`config.mk`:
```
export PLATFORM = sky130hd
export DESIGN_NAME = hps_slot_status
export DESIGN_NICKNAME = d
export VERILOG_FILES = /design/src/hps_slot_pkg.sv /design/src/hps_slot_status.sv
export VERILOG_INCLUDE_DIRS = /design/src
export SDC_FILE = /design/constraint.sdc
export NUM_CORES = 1
export LEC_CHECK = 0
export CELL_PAD_IN_SITES_DETAIL_PLACEMENT = 0
export CELL_PAD_IN_SITES_GLOBAL_PLACEMENT = 1
export CORE_ASPECT_RATIO = 1.2
export CORE_MARGIN = 2
export CORE_UTILIZATION = 45
export DETAILED_ROUTE_END_ITERATION = 8
export DONT_BUFFER_PORTS = 1
export GPL_ROUTABILITY_DRIVEN = 0
export HOLD_SLACK_MARGIN = 0.05
export PLACE_DENSITY = 0.84
export SYNTH_ARGS = -nofsm -noshare
export SYNTH_HDL_FRONTEND = slang
export SYNTH_SLANG_ARGS = --single-unit
```
`constraint.sdc`:
```
create_clock -name clk_i -period 2.6 [get_ports clk_i]
set_clock_uncertainty 0.15 [all_clocks]
set_input_delay 0.13 -clock clk_i [delete_from_list [all_inputs] [get_ports clk_i]]
set_output_delay 0.13 -clock clk_i [all_outputs]
set_load 0.01 [all_outputs]
```
`src/hps_slot_defs.svh`:
```
`ifndef HPS_SLOT_DEFS_SVH
`define HPS_SLOT_DEFS_SVH

// word indices; byte address is four times the index
`define HPS_IDX_SLOT_CTL 10'h058
`define HPS_IDX_SLOT_STS 10'h05a
`define HPS_IDX_DEV_CAP2 10'h064
`define HPS_IDX_DEV_CTL2 10'h068
`define HPS_IDX_IRQ_MASK 10'h0f0

// slot event status fields
`define HPS_STS_BUTTON 0
`define HPS_STS_FAULT 1
`define HPS_STS_LATCH_CHG 2
`define HPS_STS_PRES_CHG 3
`define HPS_STS_CMD_DONE 4
`define HPS_STS_LATCH 5
`define HPS_STS_PRESENT 6
`define HPS_STS_INTERLOCK 7
`define HPS_STS_LINK_CHG 8
`define HPS_STS_W1C_MASK 16'h011f

// slot control fields
`define HPS_CTL_HP_IRQ_EN 5
`define HPS_CTL_INTERLOCK_CTL 11
`define HPS_CTL_LINK_CHG_EN 12
`define HPS_CTL_WR_MASK 16'h17ff
`define HPS_CTL_RESET 16'h01c0

// capability and control 2 fields
`define HPS_FWD_BIT 5

// reset values
`define HPS_MASK_RESET 16'h011f
`define HPS_PRESENT_RESET 1'b1
`define HPS_LATCH_RESET 1'b0

`endif

```
`src/hps_slot_pkg.sv`:
```
package hps_slot_pkg;

   // levels sensed from the slot through the expander
   typedef struct packed {
      logic button;
      logic power_fault;
      logic latch_open;
      logic card_present;
      logic interlock_engaged;
   } hps_slot_pins_type;

   // command handed to the expander engine
   typedef struct packed {
      logic start;
      logic [15:0] slot_ctl;
   } hps_cmd_type;

endpackage : hps_slot_pkg

```
`src/hps_slot_status.sv`:
```
`timescale 1ns/1ps
`default_nettype none
`include "hps_slot_defs.svh"

module hps_slot_status
   import hps_slot_pkg::*;
#(
   parameter int ADR_W = 12,
   parameter bit UPSTREAM_PORT = 1'b0,
   parameter bit FWD_SUPPORTED = 1'b1,
   parameter bit INTERLOCK_PRESENT = 1'b1,
   parameter int PEND_W = 3
) (
   // clock and reset
   input wire logic clk_i,
   input wire logic rst_i,
   // wishbone slave
   input wire logic wb_cyc_i,
   input wire logic wb_stb_i,
   input wire logic wb_we_i,
   input wire logic [ADR_W-1:0] wb_adr_i,
   input wire logic [3:0] wb_sel_i,
   input wire logic [31:0] wb_dat_i,
   output logic [31:0] wb_dat_o,
   output logic wb_ack_o,
   // slot sensors, asynchronous
   input wire hps_slot_pins_type slot_pins_i,
   // link layer, same clock
   input wire logic link_active_i,
   // expander command engine, same clock
   output hps_cmd_type cmd_o,
   input wire logic cmd_done_i,
   // control outputs
   output logic routing_forward_enable_o,
   output logic irq_o
);

   // ----------------------------------------------------------------
   // elaboration checks
   // ----------------------------------------------------------------
   if (ADR_W < 12) begin : g_adr_chk
      $error("hps_slot_status: ADR_W must be at least 12");
   end
   if (PEND_W < 1) begin : g_pend_chk
      $error("hps_slot_status: PEND_W must be at least 1");
   end

   // ----------------------------------------------------------------
   // pin synchronisers
   // ----------------------------------------------------------------
   localparam hps_slot_pins_type PINS_RESET = '{
      button: 1'b0,
      power_fault: 1'b0,
      latch_open: `HPS_LATCH_RESET,
      card_present: `HPS_PRESENT_RESET,
      interlock_engaged: 1'b0
   };

   hps_slot_pins_type pins_meta;
   hps_slot_pins_type pins_sync;
   hps_slot_pins_type pins_prev;
   logic link_prev;

   always_ff @(posedge clk_i) begin
      if (rst_i) begin
         pins_meta <= PINS_RESET;
         pins_sync <= PINS_RESET;
         pins_prev <= PINS_RESET;
         link_prev <= 1'b0;
      end else begin
         pins_meta <= slot_pins_i;
         pins_sync <= pins_meta;
         pins_prev <= pins_sync;
         link_prev <= link_active_i;
      end
   end

   // ----------------------------------------------------------------
   // bus decode
   // ----------------------------------------------------------------
   wire logic bus_req;
   wire logic bus_wr;
   wire logic [9:0] word_idx;
   wire logic [31:0] lane_mask;
   wire logic [15:0] wdata;
   wire logic hit_ctl;
   wire logic hit_sts;
   wire logic hit_cap2;
   wire logic hit_ctl2;
   wire logic hit_mask;

   assign bus_req = wb_cyc_i & wb_stb_i & ~wb_ack_o;
   assign bus_wr = bus_req & wb_we_i;
   assign word_idx = wb_adr_i[11:2];
   assign lane_mask = {{8{wb_sel_i[3]}}, {8{wb_sel_i[2]}},
                       {8{wb_sel_i[1]}}, {8{wb_sel_i[0]}}};
   assign wdata = wb_dat_i[15:0] & lane_mask[15:0];
   assign hit_ctl = (word_idx == `HPS_IDX_SLOT_CTL);
   assign hit_sts = (word_idx == `HPS_IDX_SLOT_STS);
   assign hit_cap2 = (word_idx == `HPS_IDX_DEV_CAP2);
   assign hit_ctl2 = (word_idx == `HPS_IDX_DEV_CTL2);
   assign hit_mask = (word_idx == `HPS_IDX_IRQ_MASK);

   wire logic wr_ctl;
   wire logic wr_sts;
   wire logic wr_ctl2;
   wire logic wr_mask;

   assign wr_ctl = bus_wr & hit_ctl & (|wb_sel_i[1:0]);
   assign wr_sts = bus_wr & hit_sts;
   assign wr_ctl2 = bus_wr & hit_ctl2;
   assign wr_mask = bus_wr & hit_mask;

   // ----------------------------------------------------------------
   // events
   // ----------------------------------------------------------------
   logic [PEND_W-1:0] pend_cnt;
   wire logic cmd_busy;
   wire logic ev_cmd_done;
   wire logic [15:0] ev_set;

   assign cmd_busy = (pend_cnt != '0);
   // done only counts the last outstanding command
   assign ev_cmd_done = cmd_done_i & (pend_cnt == PEND_W'(1)) & ~wr_ctl;

   assign ev_set = {
      7'h00,
      link_active_i ^ link_prev,
      3'h0,
      ev_cmd_done,
      pins_sync.card_present ^ pins_prev.card_present,
      pins_sync.latch_open ^ pins_prev.latch_open,
      pins_sync.power_fault & ~pins_prev.power_fault,
      pins_sync.button & ~pins_prev.button
   };

   // ----------------------------------------------------------------
   // sticky flags
   // ----------------------------------------------------------------
   logic [15:0] flags;
   wire logic [15:0] clr;
   wire logic [15:0] next_flags;

   assign clr = wr_sts ? wdata : 16'h0000;
   // set wins over a clear in the same cycle
   assign next_flags = ((flags & ~clr) | ev_set) & `HPS_STS_W1C_MASK;

   always_ff @(posedge clk_i) begin
      if (rst_i) begin
         flags <= 16'h0000;
      end else begin
         flags <= next_flags;
      end
   end

   // ----------------------------------------------------------------
   // slot control and command issue
   // ----------------------------------------------------------------
   logic [15:0] slot_ctl;
   wire logic [15:0] next_slot_ctl;
   wire logic [PEND_W-1:0] next_pend;

   assign next_slot_ctl = (slot_ctl & ~lane_mask[15:0])
                        | (wdata & `HPS_CTL_WR_MASK);
   // saturate rather than wrap if the engine falls behind
   assign next_pend = (wr_ctl && !(cmd_done_i && cmd_busy))
                      ? ((&pend_cnt) ? pend_cnt : pend_cnt + PEND_W'(1))
                      : ((!wr_ctl && cmd_done_i && cmd_busy)
                         ? pend_cnt - PEND_W'(1) : pend_cnt);

   always_ff @(posedge clk_i) begin
      if (rst_i) begin
         slot_ctl <= `HPS_CTL_RESET;
         pend_cnt <= '0;
         cmd_o <= '0;
      end else begin
         pend_cnt <= next_pend;
         cmd_o.start <= wr_ctl;
         if (wr_ctl) begin
            slot_ctl <= next_slot_ctl;
            cmd_o.slot_ctl <= next_slot_ctl;
         end
      end
   end

   // ----------------------------------------------------------------
   // forwarding capability and enable
   // ----------------------------------------------------------------
   localparam bit FWD_SUP = FWD_SUPPORTED & ~UPSTREAM_PORT;
   logic fwd_en;

   always_ff @(posedge clk_i) begin
      if (rst_i) begin
         fwd_en <= 1'b0;
      end else if (wr_ctl2 && wb_sel_i[0]) begin
         fwd_en <= wb_dat_i[`HPS_FWD_BIT] & FWD_SUP;
      end
   end

   always_ff @(posedge clk_i) begin
      if (rst_i) begin
         routing_forward_enable_o <= 1'b0;
      end else begin
         routing_forward_enable_o <= fwd_en;
      end
   end

   // ----------------------------------------------------------------
   // interrupt
   // ----------------------------------------------------------------
   logic [15:0] irq_mask;
   wire logic [15:0] ev_enable;
   wire logic next_irq;

   always_ff @(posedge clk_i) begin
      if (rst_i) begin
         irq_mask <= `HPS_MASK_RESET;
      end else if (wr_mask) begin
         irq_mask <= ((irq_mask & ~lane_mask[15:0]) | wdata) & `HPS_STS_W1C_MASK;
      end
   end

   // per-event enables sit in slot control, link enable at bit 12
   assign ev_enable = {7'h00, slot_ctl[`HPS_CTL_LINK_CHG_EN], 3'h0, slot_ctl[4:0]};
   assign next_irq = slot_ctl[`HPS_CTL_HP_IRQ_EN]
                   & (|(flags & ev_enable & irq_mask));

   always_ff @(posedge clk_i) begin
      if (rst_i) begin
         irq_o <= 1'b0;
      end else begin
         irq_o <= next_irq;
      end
   end

   // ----------------------------------------------------------------
   // read path
   // ----------------------------------------------------------------
   wire logic [15:0] sts_view;
   wire logic [15:0] ctl_view;
   wire logic [31:0] cap2_view;
   wire logic [31:0] rd_mux;

   assign sts_view = flags
      | (16'(pins_sync.latch_open) << `HPS_STS_LATCH)
      | (16'(pins_sync.card_present) << `HPS_STS_PRESENT)
      | (16'(pins_sync.interlock_engaged & INTERLOCK_PRESENT)
         << `HPS_STS_INTERLOCK);
   // interlock control always reads back zero
   assign ctl_view = slot_ctl & ~(16'h0001 << `HPS_CTL_INTERLOCK_CTL);
   assign cap2_view = 32'(FWD_SUP) << `HPS_FWD_BIT;

   // unmapped words and reserved bits read zero
   assign rd_mux = hit_sts ? {16'h0000, sts_view} :
                   hit_ctl ? {16'h0000, ctl_view} :
                   hit_cap2 ? cap2_view :
                   hit_ctl2 ? (32'(fwd_en & FWD_SUP) << `HPS_FWD_BIT) :
                   hit_mask ? {16'h0000, irq_mask} :
                   32'h0000_0000;

   always_ff @(posedge clk_i) begin
      if (rst_i) begin
         wb_ack_o <= 1'b0;
         wb_dat_o <= 32'h0000_0000;
      end else begin
         wb_ack_o <= bus_req;
         if (bus_req && !wb_we_i) begin
            wb_dat_o <= rd_mux;
         end
      end
   end

endmodule : hps_slot_status
`default_nettype wire

```
## Word-level counts from Yosys, hierarchy flattened

Index checks and enable logic that the tools add are counted.

- $add $sub $neg: 2
- Eq/ne operators: 7
- Muxes and demuxes: 9
- Bitwise gates (word level): 34
- Reductions and logical operators: 15

Operator list:

| kind | count |
|---|---|
| 10-bit by 7-bit equality test with 1-bit output (second input constant) | 4 |
| 9-bit 2-to-1 mux | 4 |
| 16-bit 2-to-1 mux | 2 |
| 9-bit bitwise AND | 3 |
| 9-bit OR | 2 |
| 16-bit bitwise AND | 1 |
| 16-bit by 9-bit bitwise AND with 16-bit output | 1 |
| 16-bit inverter | 1 |
| 16-bit by 13-bit OR with 16-bit output | 1 |
| 16-bit by 7-bit OR with 16-bit output | 1 |
| 16-bit by 8-bit OR with 16-bit output | 1 |
| 16-bit OR reduction | 1 |
| 1-bit bitwise AND | 13 |
| 13-bit bitwise AND | 1 |
| 10-bit by 8-bit equality test with 1-bit output (second input constant) | 1 |
| 3-bit 2-to-1 mux | 3 |
| 9-bit inverter | 1 |
| 9-bit by 6-bit OR with 9-bit output | 1 |
| 1-bit logical AND | 6 |
| 1-bit inverter | 4 |
| 3-bit by 1-bit adder with 3-bit output (second input constant) | 1 |
| 3-bit by 1-bit equality test with 1-bit output (second input constant) | 1 |
| 1-bit zero test | 3 |
| 3-bit AND reduction | 1 |
| 7 further kinds | 9 |

- Bits in registers: 99
- Input port bits: 60

## Longest topological paths before layout

Gate-level depths: netlist of the first run.

- Word-level depth: 10
- Gate-level depth with buffers: 7

## Least setup slack after synthesis of the first run

OpenSTA, ideal clock, no wires.

- Path type: register -> register
- From: reg pend_cnt[1]
- To: reg pend_cnt[0]
- Arrival: 1644 ps
- Path slack: 685 ps
- Stages on the path, launching flop included: 8
- Path buffers: 0
- Period minus slack after synthesis: 1915 ps
- Cell sequence: dfxtp_1 > inv_1 > ha_1 > inv_1 > o21ai_0 > nand2b_1 > mux2_4 > mux2_4

- Longest elaborated chain between the ends: 6

RTL lines:

| item | RTL line | text |
|---|---|---|
| start: declaration | hps_slot_status.sv:117 | `logic [PEND_W-1:0] pend_cnt;` |
| start signal: assignment | hps_slot_status.sv:177 | `pend_cnt <= next_pend;` |
| 3-bit nonzero test | hps_slot_status.sv:122 | `assign cmd_busy = (pend_cnt != '0);` |
| 1-bit logical AND | hps_slot_status.sv:166 | `assign next_pend = (wr_ctl && !(cmd_done_i && cmd_busy))` |
| 1-bit zero test | hps_slot_status.sv:166 |  |
| 1-bit logical AND | hps_slot_status.sv:166 |  |
| 2-bit != test (no source line) / 2-bit nonzero test (equally long branches) | - |  |
| 2-bit AND reduction (no source line) | - |  |

Parallel ways exist; a longest one is shown, timed or not.
A chain may end at the register's enable or synchronous reset.

==> results of run 1 <==
per-layer routing:
| layer | vias up | global-route usage |
|---|---|---|
| met5 | - | 0 |
| met4 | 0 | 0.0607 |
| met3 | 5 | 0.0682 |
| met2 | 90 | 0.314 |
| met1 | 1198 | 0.249 |
| li1 | 1247 | - |
layout make-up:
cell class                      count  area, um2  share of cell area
Clock buffer                       10        138              0.0364
Clock inverter                      6        134              0.0354
Inverter                            6       22.5             0.00596
Multi-Input combinational cell    254       1530               0.404
Sequential cell                    69       1380               0.365
Tap cell                           87        109              0.0288
Timing Repair Buffer               47        470               0.124
per-stage QoR:
step	instance area (um2)	cells	worst slack [ns]	hold WS, ns	total power [mW]
CTS	3740	474	0.0238	0.0630	2.62
global route	3780	479	0.0153	0.115	2.72
floorplan	3210	373	0.685	0.0838	1.38
global placement	3060	419	0.534	0.0548	1.37
finish	3780	479	0.169	0.0741	2.61
detailed placement	3060	419	0.488	0.0588	1.38
critical path: cells and delay by family:
family          cells  cell delay, ns
buf+inv             3            1.30
compound gates      1            0.14
simple gates        4            0.99
final timing paths:
kind,start,to,slack (ns),cells after the start
min reg2reg,pins_meta[1],pins_sync[1],0.26,1
max reg2reg,wb_ack_o,flip-flop,0.29,6
min,cmd_done_i,pend_cnt[2],0.07,3
max,wb_adr_i[2],flip-flop,0.17,8
power breakdown:
group | switching (mW) | internal, mW
logic | 0.163 | 0.147
registers | 0.0326 | 1.09
clock network | 0.414 | 0.761
logic make-up (layout without fill, tap and decap cells):
kind of cell    Yosys count  in the layout  share of synthesized area
compound gates           76             76                      0.158
xor+xnor                  4              4                     0.0111
fa+ha+maj                 5              5                     0.0199
buf+inv                  50             69                     0.0958
flops                    69             69                      0.439
mux                       8              8                     0.0302
other cells               1             17                    0.00119
simple gates            144            144                      0.245
what timing repair did:
action                                  CTS  global route
buffers inserted                          0             4
gates resized for setup                   0             1
hold buffers                             39             1
endpoints found under the setup margin    0             3
hold endpoints to repair                 69             4
placed cells by master, fill, tap and decap left out, types with 2 or more instances in the layout:
cell	synthesis	layout
a311o_1	2	2
inv_1	6	6
a21oi_1	21	21
ha_1	5	5
buf_4	30	7
a21boi_0	2	2
o22ai_1	2	2
nand3b_1	2	2
a31oi_1	3	3
dlygate4sd3_1	0	39
bufinv_16	0	4
nand4_1	2	2
mux2_2	4	4
a211oi_1	5	5
mux2i_1	2	2
a22oi_1	7	7
o31ai_1	4	4
nor2_1	36	36
o2bb2ai_1	3	3
a311oi_1	4	4
nand2_1	39	39
nor3b_1	4	4
nand2b_1	5	5
or2_2	7	7
conb_1	1	17
clkbuf_8	0	10
nor3_1	5	5
or3_1	3	3
nand3_1	4	4
and3_1	4	3
xor2_1	2	2
o21ai_0	15	15
nor2b_1	22	22
xnor2_1	2	2
nor4_4	2	2
mux2_4	2	2
dfxtp_1	69	69
a211o_1	5	5
==> flow_metrics.py, run 1 <==
metrics = {
    "global_routing": {
        "grt_max_degree": 67,
        "grt_usage": 0.196,
        "grt_first_pass_wirelength_mm": 11.5,
        "first_global_vias": 2387,
        "overflow": 0,
        "antenna_found_initial": 0,
    },
    "clocking": {
        "cts-root-buf": "clkbuf_8",
        "h-tree-depth": 3,
        "cts_tree": "built",
        "cts_buffer_depth": 2,
        "clk_pin_slew_worst_paths_ns": 0.08,
        "cts_made_buffers": 9,
        "clkLatencyLatePin_ns": 0.35,
        "clkSinkCount": 69,
    },
    "sta": {
        "drv_slew": 0,
        "max_freq_ghz": 0.411,
        "timing.final.crit_period_ns": 2.43,
        "finalHoldViolations": 0,
        "slew_headroom": 0.486,
        "fin_tns_setup_ns": 0,
        "rsz0062_at_grt": "no",
        "setup_violations": 0,
        "worstMarginPinSlew_ns": 0.764,
        "finalCritPeriodShare": 0.935,
    },
    "synthesis": {
        "synth_enable_flop_cells": 0,
        "synthArstFlopShare": 0,
        "ys_seq_area_frac": 0.439,
        "synthTopCellsByCount": "dfxtp_1 (69), nand2_1 (39), nor2_1 (36), buf_4 (30), nor2b_1 (22)",
        "ys.flop_type": "dfxtp_1",
        "ys_seq_elements": 69,
        "yosys_warnings": 0,
        "yosysMostFrequentCell": "dfxtp_1",
        "ys_types": 50,
        "synth.largest_area_cell": "dfxtp_1",
        "syn_avg_cell_area_um2": 8.82,
        "synth_cells": 357,
        "synthTopCellsByArea": "dfxtp_1 (44%), buf_4 (7.2%), nand2_1 (4.7%)",
        "syn_area_um2": 3150,
        "synth_top_cell_area_share": 0.439,
    },
    "floorplan": {
        "io_pins": 112,
        "die_w_um": 80.4,
        "dieArea_um2": 7680,
        "die_h_um": 95.6,
        "rows": 33,
        "coreArea_um2": 6810,
        "initial_core_util": 0.462,
    },
    "power": {
        "leakage_nw": 1.42,
        "irDropWorstVdd_uv": 397,
        "power_density_nw_per_um2": 690,
    },
    "detailed_routing": {
        "firstDrtPassIters": 4,
        "wl_per_cell_um": 15.4,
        "wl_met3_um": 574,
        "top_layer": "met4",
        "remaining_drc_errors": 0,
        "met1_length_mm": 3.19,
        "vias_per_cell": 5.30,
        "num_vias": 2540,
        "dr_wl_met2_mm": 3.55,
        "ant_nets": 0,
        "drtIter0Drc": 184,
        "wirelength_mm": 7.39,
    },
    "final_layout": {
        "nFillCells": 614,
        "syn_to_final_growth_pct": 20.1,
        "nNetsFinal": 452,
        "final_core_util": 0.555,
        "drive_gt1_frac": 0.112,
        "n_antenna_cell": 0,
    },
    "critical_path": {
        "cp_max_fo": 8,
        "crit_path_frequent_cell": "dlygate4sd3_1",
        "path_cells": "dlygate4sd3_1 > or3_4 > nor4_4 > buf_4 > and3_2 > nand2_1 > a21oi_1 > dlygate4sd3_1",
        "critical_path_arrival_ns": 2.58,
        "crit_slowest_cell": "dlygate4sd3_1",
        "crit_path_end_kind": "flip-flop",
        "max_stage_delay_ns": 0.56,
        "required_ns": 2.75,
        "crit_path_start_kind": "input pin",
        "path_class": "input pin to flip-flop",
    },
    "status": {
        "status": "finished, final reports clean",
    },
    "run": {
        "maxCapViolCount": 0,
    },
    "place": {
        "post-dp-hpwl_mm": 4.90,
        "io_buffer_count": 0,
    },
    "min_path": {
        "holdCritPathClass": "input pin to flip-flop",
    },
}
No activity file was read; power rests on OpenSTA's default activity.
==> run 2: changes to the inputs <==
Settings changed: CORE_MARGIN 2 to 1.
==> run 2 against run 1 <==
Compared with the run above:
- via count decreased by 1.3%
- final area decreased by 1.7%
- die area decreased by 4.5%
==> flow_metrics.py, run 2 (synthesis results as in run 1) <==
metrics = {
    "power": {
        "pwr-share-clk": 0.377,
        "leakage_nw": 1.38,
        "seq_power_share": 0.487,
        "finalPower_mw": 2.31,
        "irDropWorstVdd_uv": 307,
        "cellInternalPower_mw": 1.71,
        "switching_share": 0.258,
        "power_density_nw_per_um2": 620,
        "switchingPower_mw": 0.595,
        "power_frac_comb": 0.136,
    },
    "final_layout": {
        "syn_to_final_growth_pct": 18.1,
        "final_cells": 479,
        "nFillCells": 639,
        "final_cell_mix": "dfxtp_1 (69), dlygate4sd3_1 (45), nand2_1 (39)",
        "nNetsFinal": 452,
        "layout_commonest_cell": "dfxtp_1",
        "drive_gt1_frac": 0.0918,
        "n_antenna_cell": 0,
    },
    "floorplan": {
        "die_h_um": 93.6,
        "die_w_um": 78.4,
        "io_pins": 112,
        "initial_core_util": 0.462,
        "rows": 33,
        "dieArea_um2": 7340,
        "coreArea_um2": 6810,
    },
    "sta": {
        "setup_violations": 0,
        "max_freq_ghz": 0.409,
        "fin_tns_setup_ns": 0,
        "finalHoldViolations": 0,
        "finalCritPeriodShare": 0.940,
        "timing.final.crit_period_ns": 2.44,
        "rsz0062_at_grt": "no",
        "slew_headroom": 0.483,
        "worstMarginPinSlew_ns": 0.770,
        "drv_slew": 0,
    },
    "critical_path": {
        "cp_max_fo": 14,
        "crit_path_start_kind": "input pin",
        "required_ns": 2.74,
        "max_stage_delay_ns": 0.80,
        "r2r_slack_ns": 0.20,
        "critical_path_arrival_ns": 2.58,
        "path_buf_inv": 2,
        "path_cells": "dlygate4sd3_1 > nor3_1 > and3_1 > nand2_1 > a21oi_1 > dlygate4sd3_1",
        "path_class": "input pin to flip-flop",
        "crit_family": "buffers and inverters",
        "crit_path_end_kind": "flip-flop",
        "crit_path_frequent_cell": "dlygate4sd3_1",
        "crit_slowest_cell": "dlygate4sd3_1",
    },
    "clocking": {
        "clkSinkCount": 69,
        "h-tree-depth": 3,
        "cts-root-buf": "clkbuf_8",
        "cts_buffer_depth": 2,
        "cts_tree": "built",
        "clk_pin_slew_worst_paths_ns": 0.07,
        "clkLatencyLatePin_ns": 0.35,
        "cts_made_buffers": 9,
        "post-cts-setup-buffer-count": 0,
    },
    "place": {
        "io_buffer_count": 0,
        "place_inst": 417,
        "post-dp-hpwl_mm": 4.78,
    },
    "detailed_routing": {
        "ant_nets": 0,
        "remaining_drc_errors": 0,
        "drtIter0Drc": 144,
        "wl_met3_um": 454,
        "wirelength_mm": 7.20,
        "firstDrtPassIters": 4,
        "vias_per_cell": 5.23,
        "wl_per_cell_um": 15.0,
        "dr_wl_met2_mm": 3.62,
        "met1_length_mm": 3.04,
        "top_layer": "met4",
        "num_vias": 2507,
    },
    "run": {
        "maxCapViolCount": 0,
    },
    "global_routing": {
        "grt_usage": 0.208,
        "first_global_vias": 2388,
        "grt_first_pass_wirelength_mm": 11.7,
        "antenna_found_initial": 0,
        "overflow": 0,
        "grt_max_degree": 67,
    },
    "min_path": {
        "holdCritPathClass": "input pin to flip-flop",
    },
    "status": {
        "status": "finished, final reports clean",
    },
}
[run 2: final timing paths]
kind                   to  cells after the start         start
max             flip-flop                      6   wb_adr_i[3]
min reg2reg  pins_sync[1]                      1  pins_meta[1]
max reg2reg   wb_dat_o[5]                      6      wb_ack_o
min             cmd_o[11]                      2   wb_sel_i[1]
[run 2: timing repair]
action,in CTS,in global routing
hold endpoints to repair,69,0
gates resized for setup,0,1
hold buffers,46,0
setup endpoints to repair,0,1
[run 2: area by class of cell]
type,count,area [um2],share of cell area
multi-input combinational,254,1530,0.411
clock inverter,4,47.5,0.0128
inverter,6,22.5,0.00606
clock buffer,12,145,0.0390
tap,87,109,0.0293
sequential,69,1380,0.371
timing repair buffer,47,485,0.131
[run 2: power by group through the flow]
stage | clock [mW] | combinational [mW] | sequential, mW
floorplan | 0 | 0.236 | 1.14
global placement | 0 | 0.224 | 1.15
detailed placement | 0 | 0.235 | 1.15
CTS | 0.889 | 0.313 | 1.12
global route | 0.951 | 0.346 | 1.13
finish | 0.869 | 0.313 | 1.12
[run 2: per-stage QoR]
stage           util  hold WS (ns)  area [um2]  worst slack, ns
6_report       0.546        0.0655        3720            0.157
5_1_grt        0.546        0.0770        3720           0.0323
4_1_cts        0.545        0.0505        3720            0.106
3_5_place_dp   0.447        0.0592        3050            0.465
3_3_place_gp   0.447        0.0547        3050            0.515
2_1_floorplan      -        0.0838        3210            0.685
[run 2: routing by layer]
layer	GRT usage	vias to the layer above
met2	0.338	90
li1	-	1250
met5	0	-
met1	0.249	1159
met3	0.0790	8
met4	0.0756	0
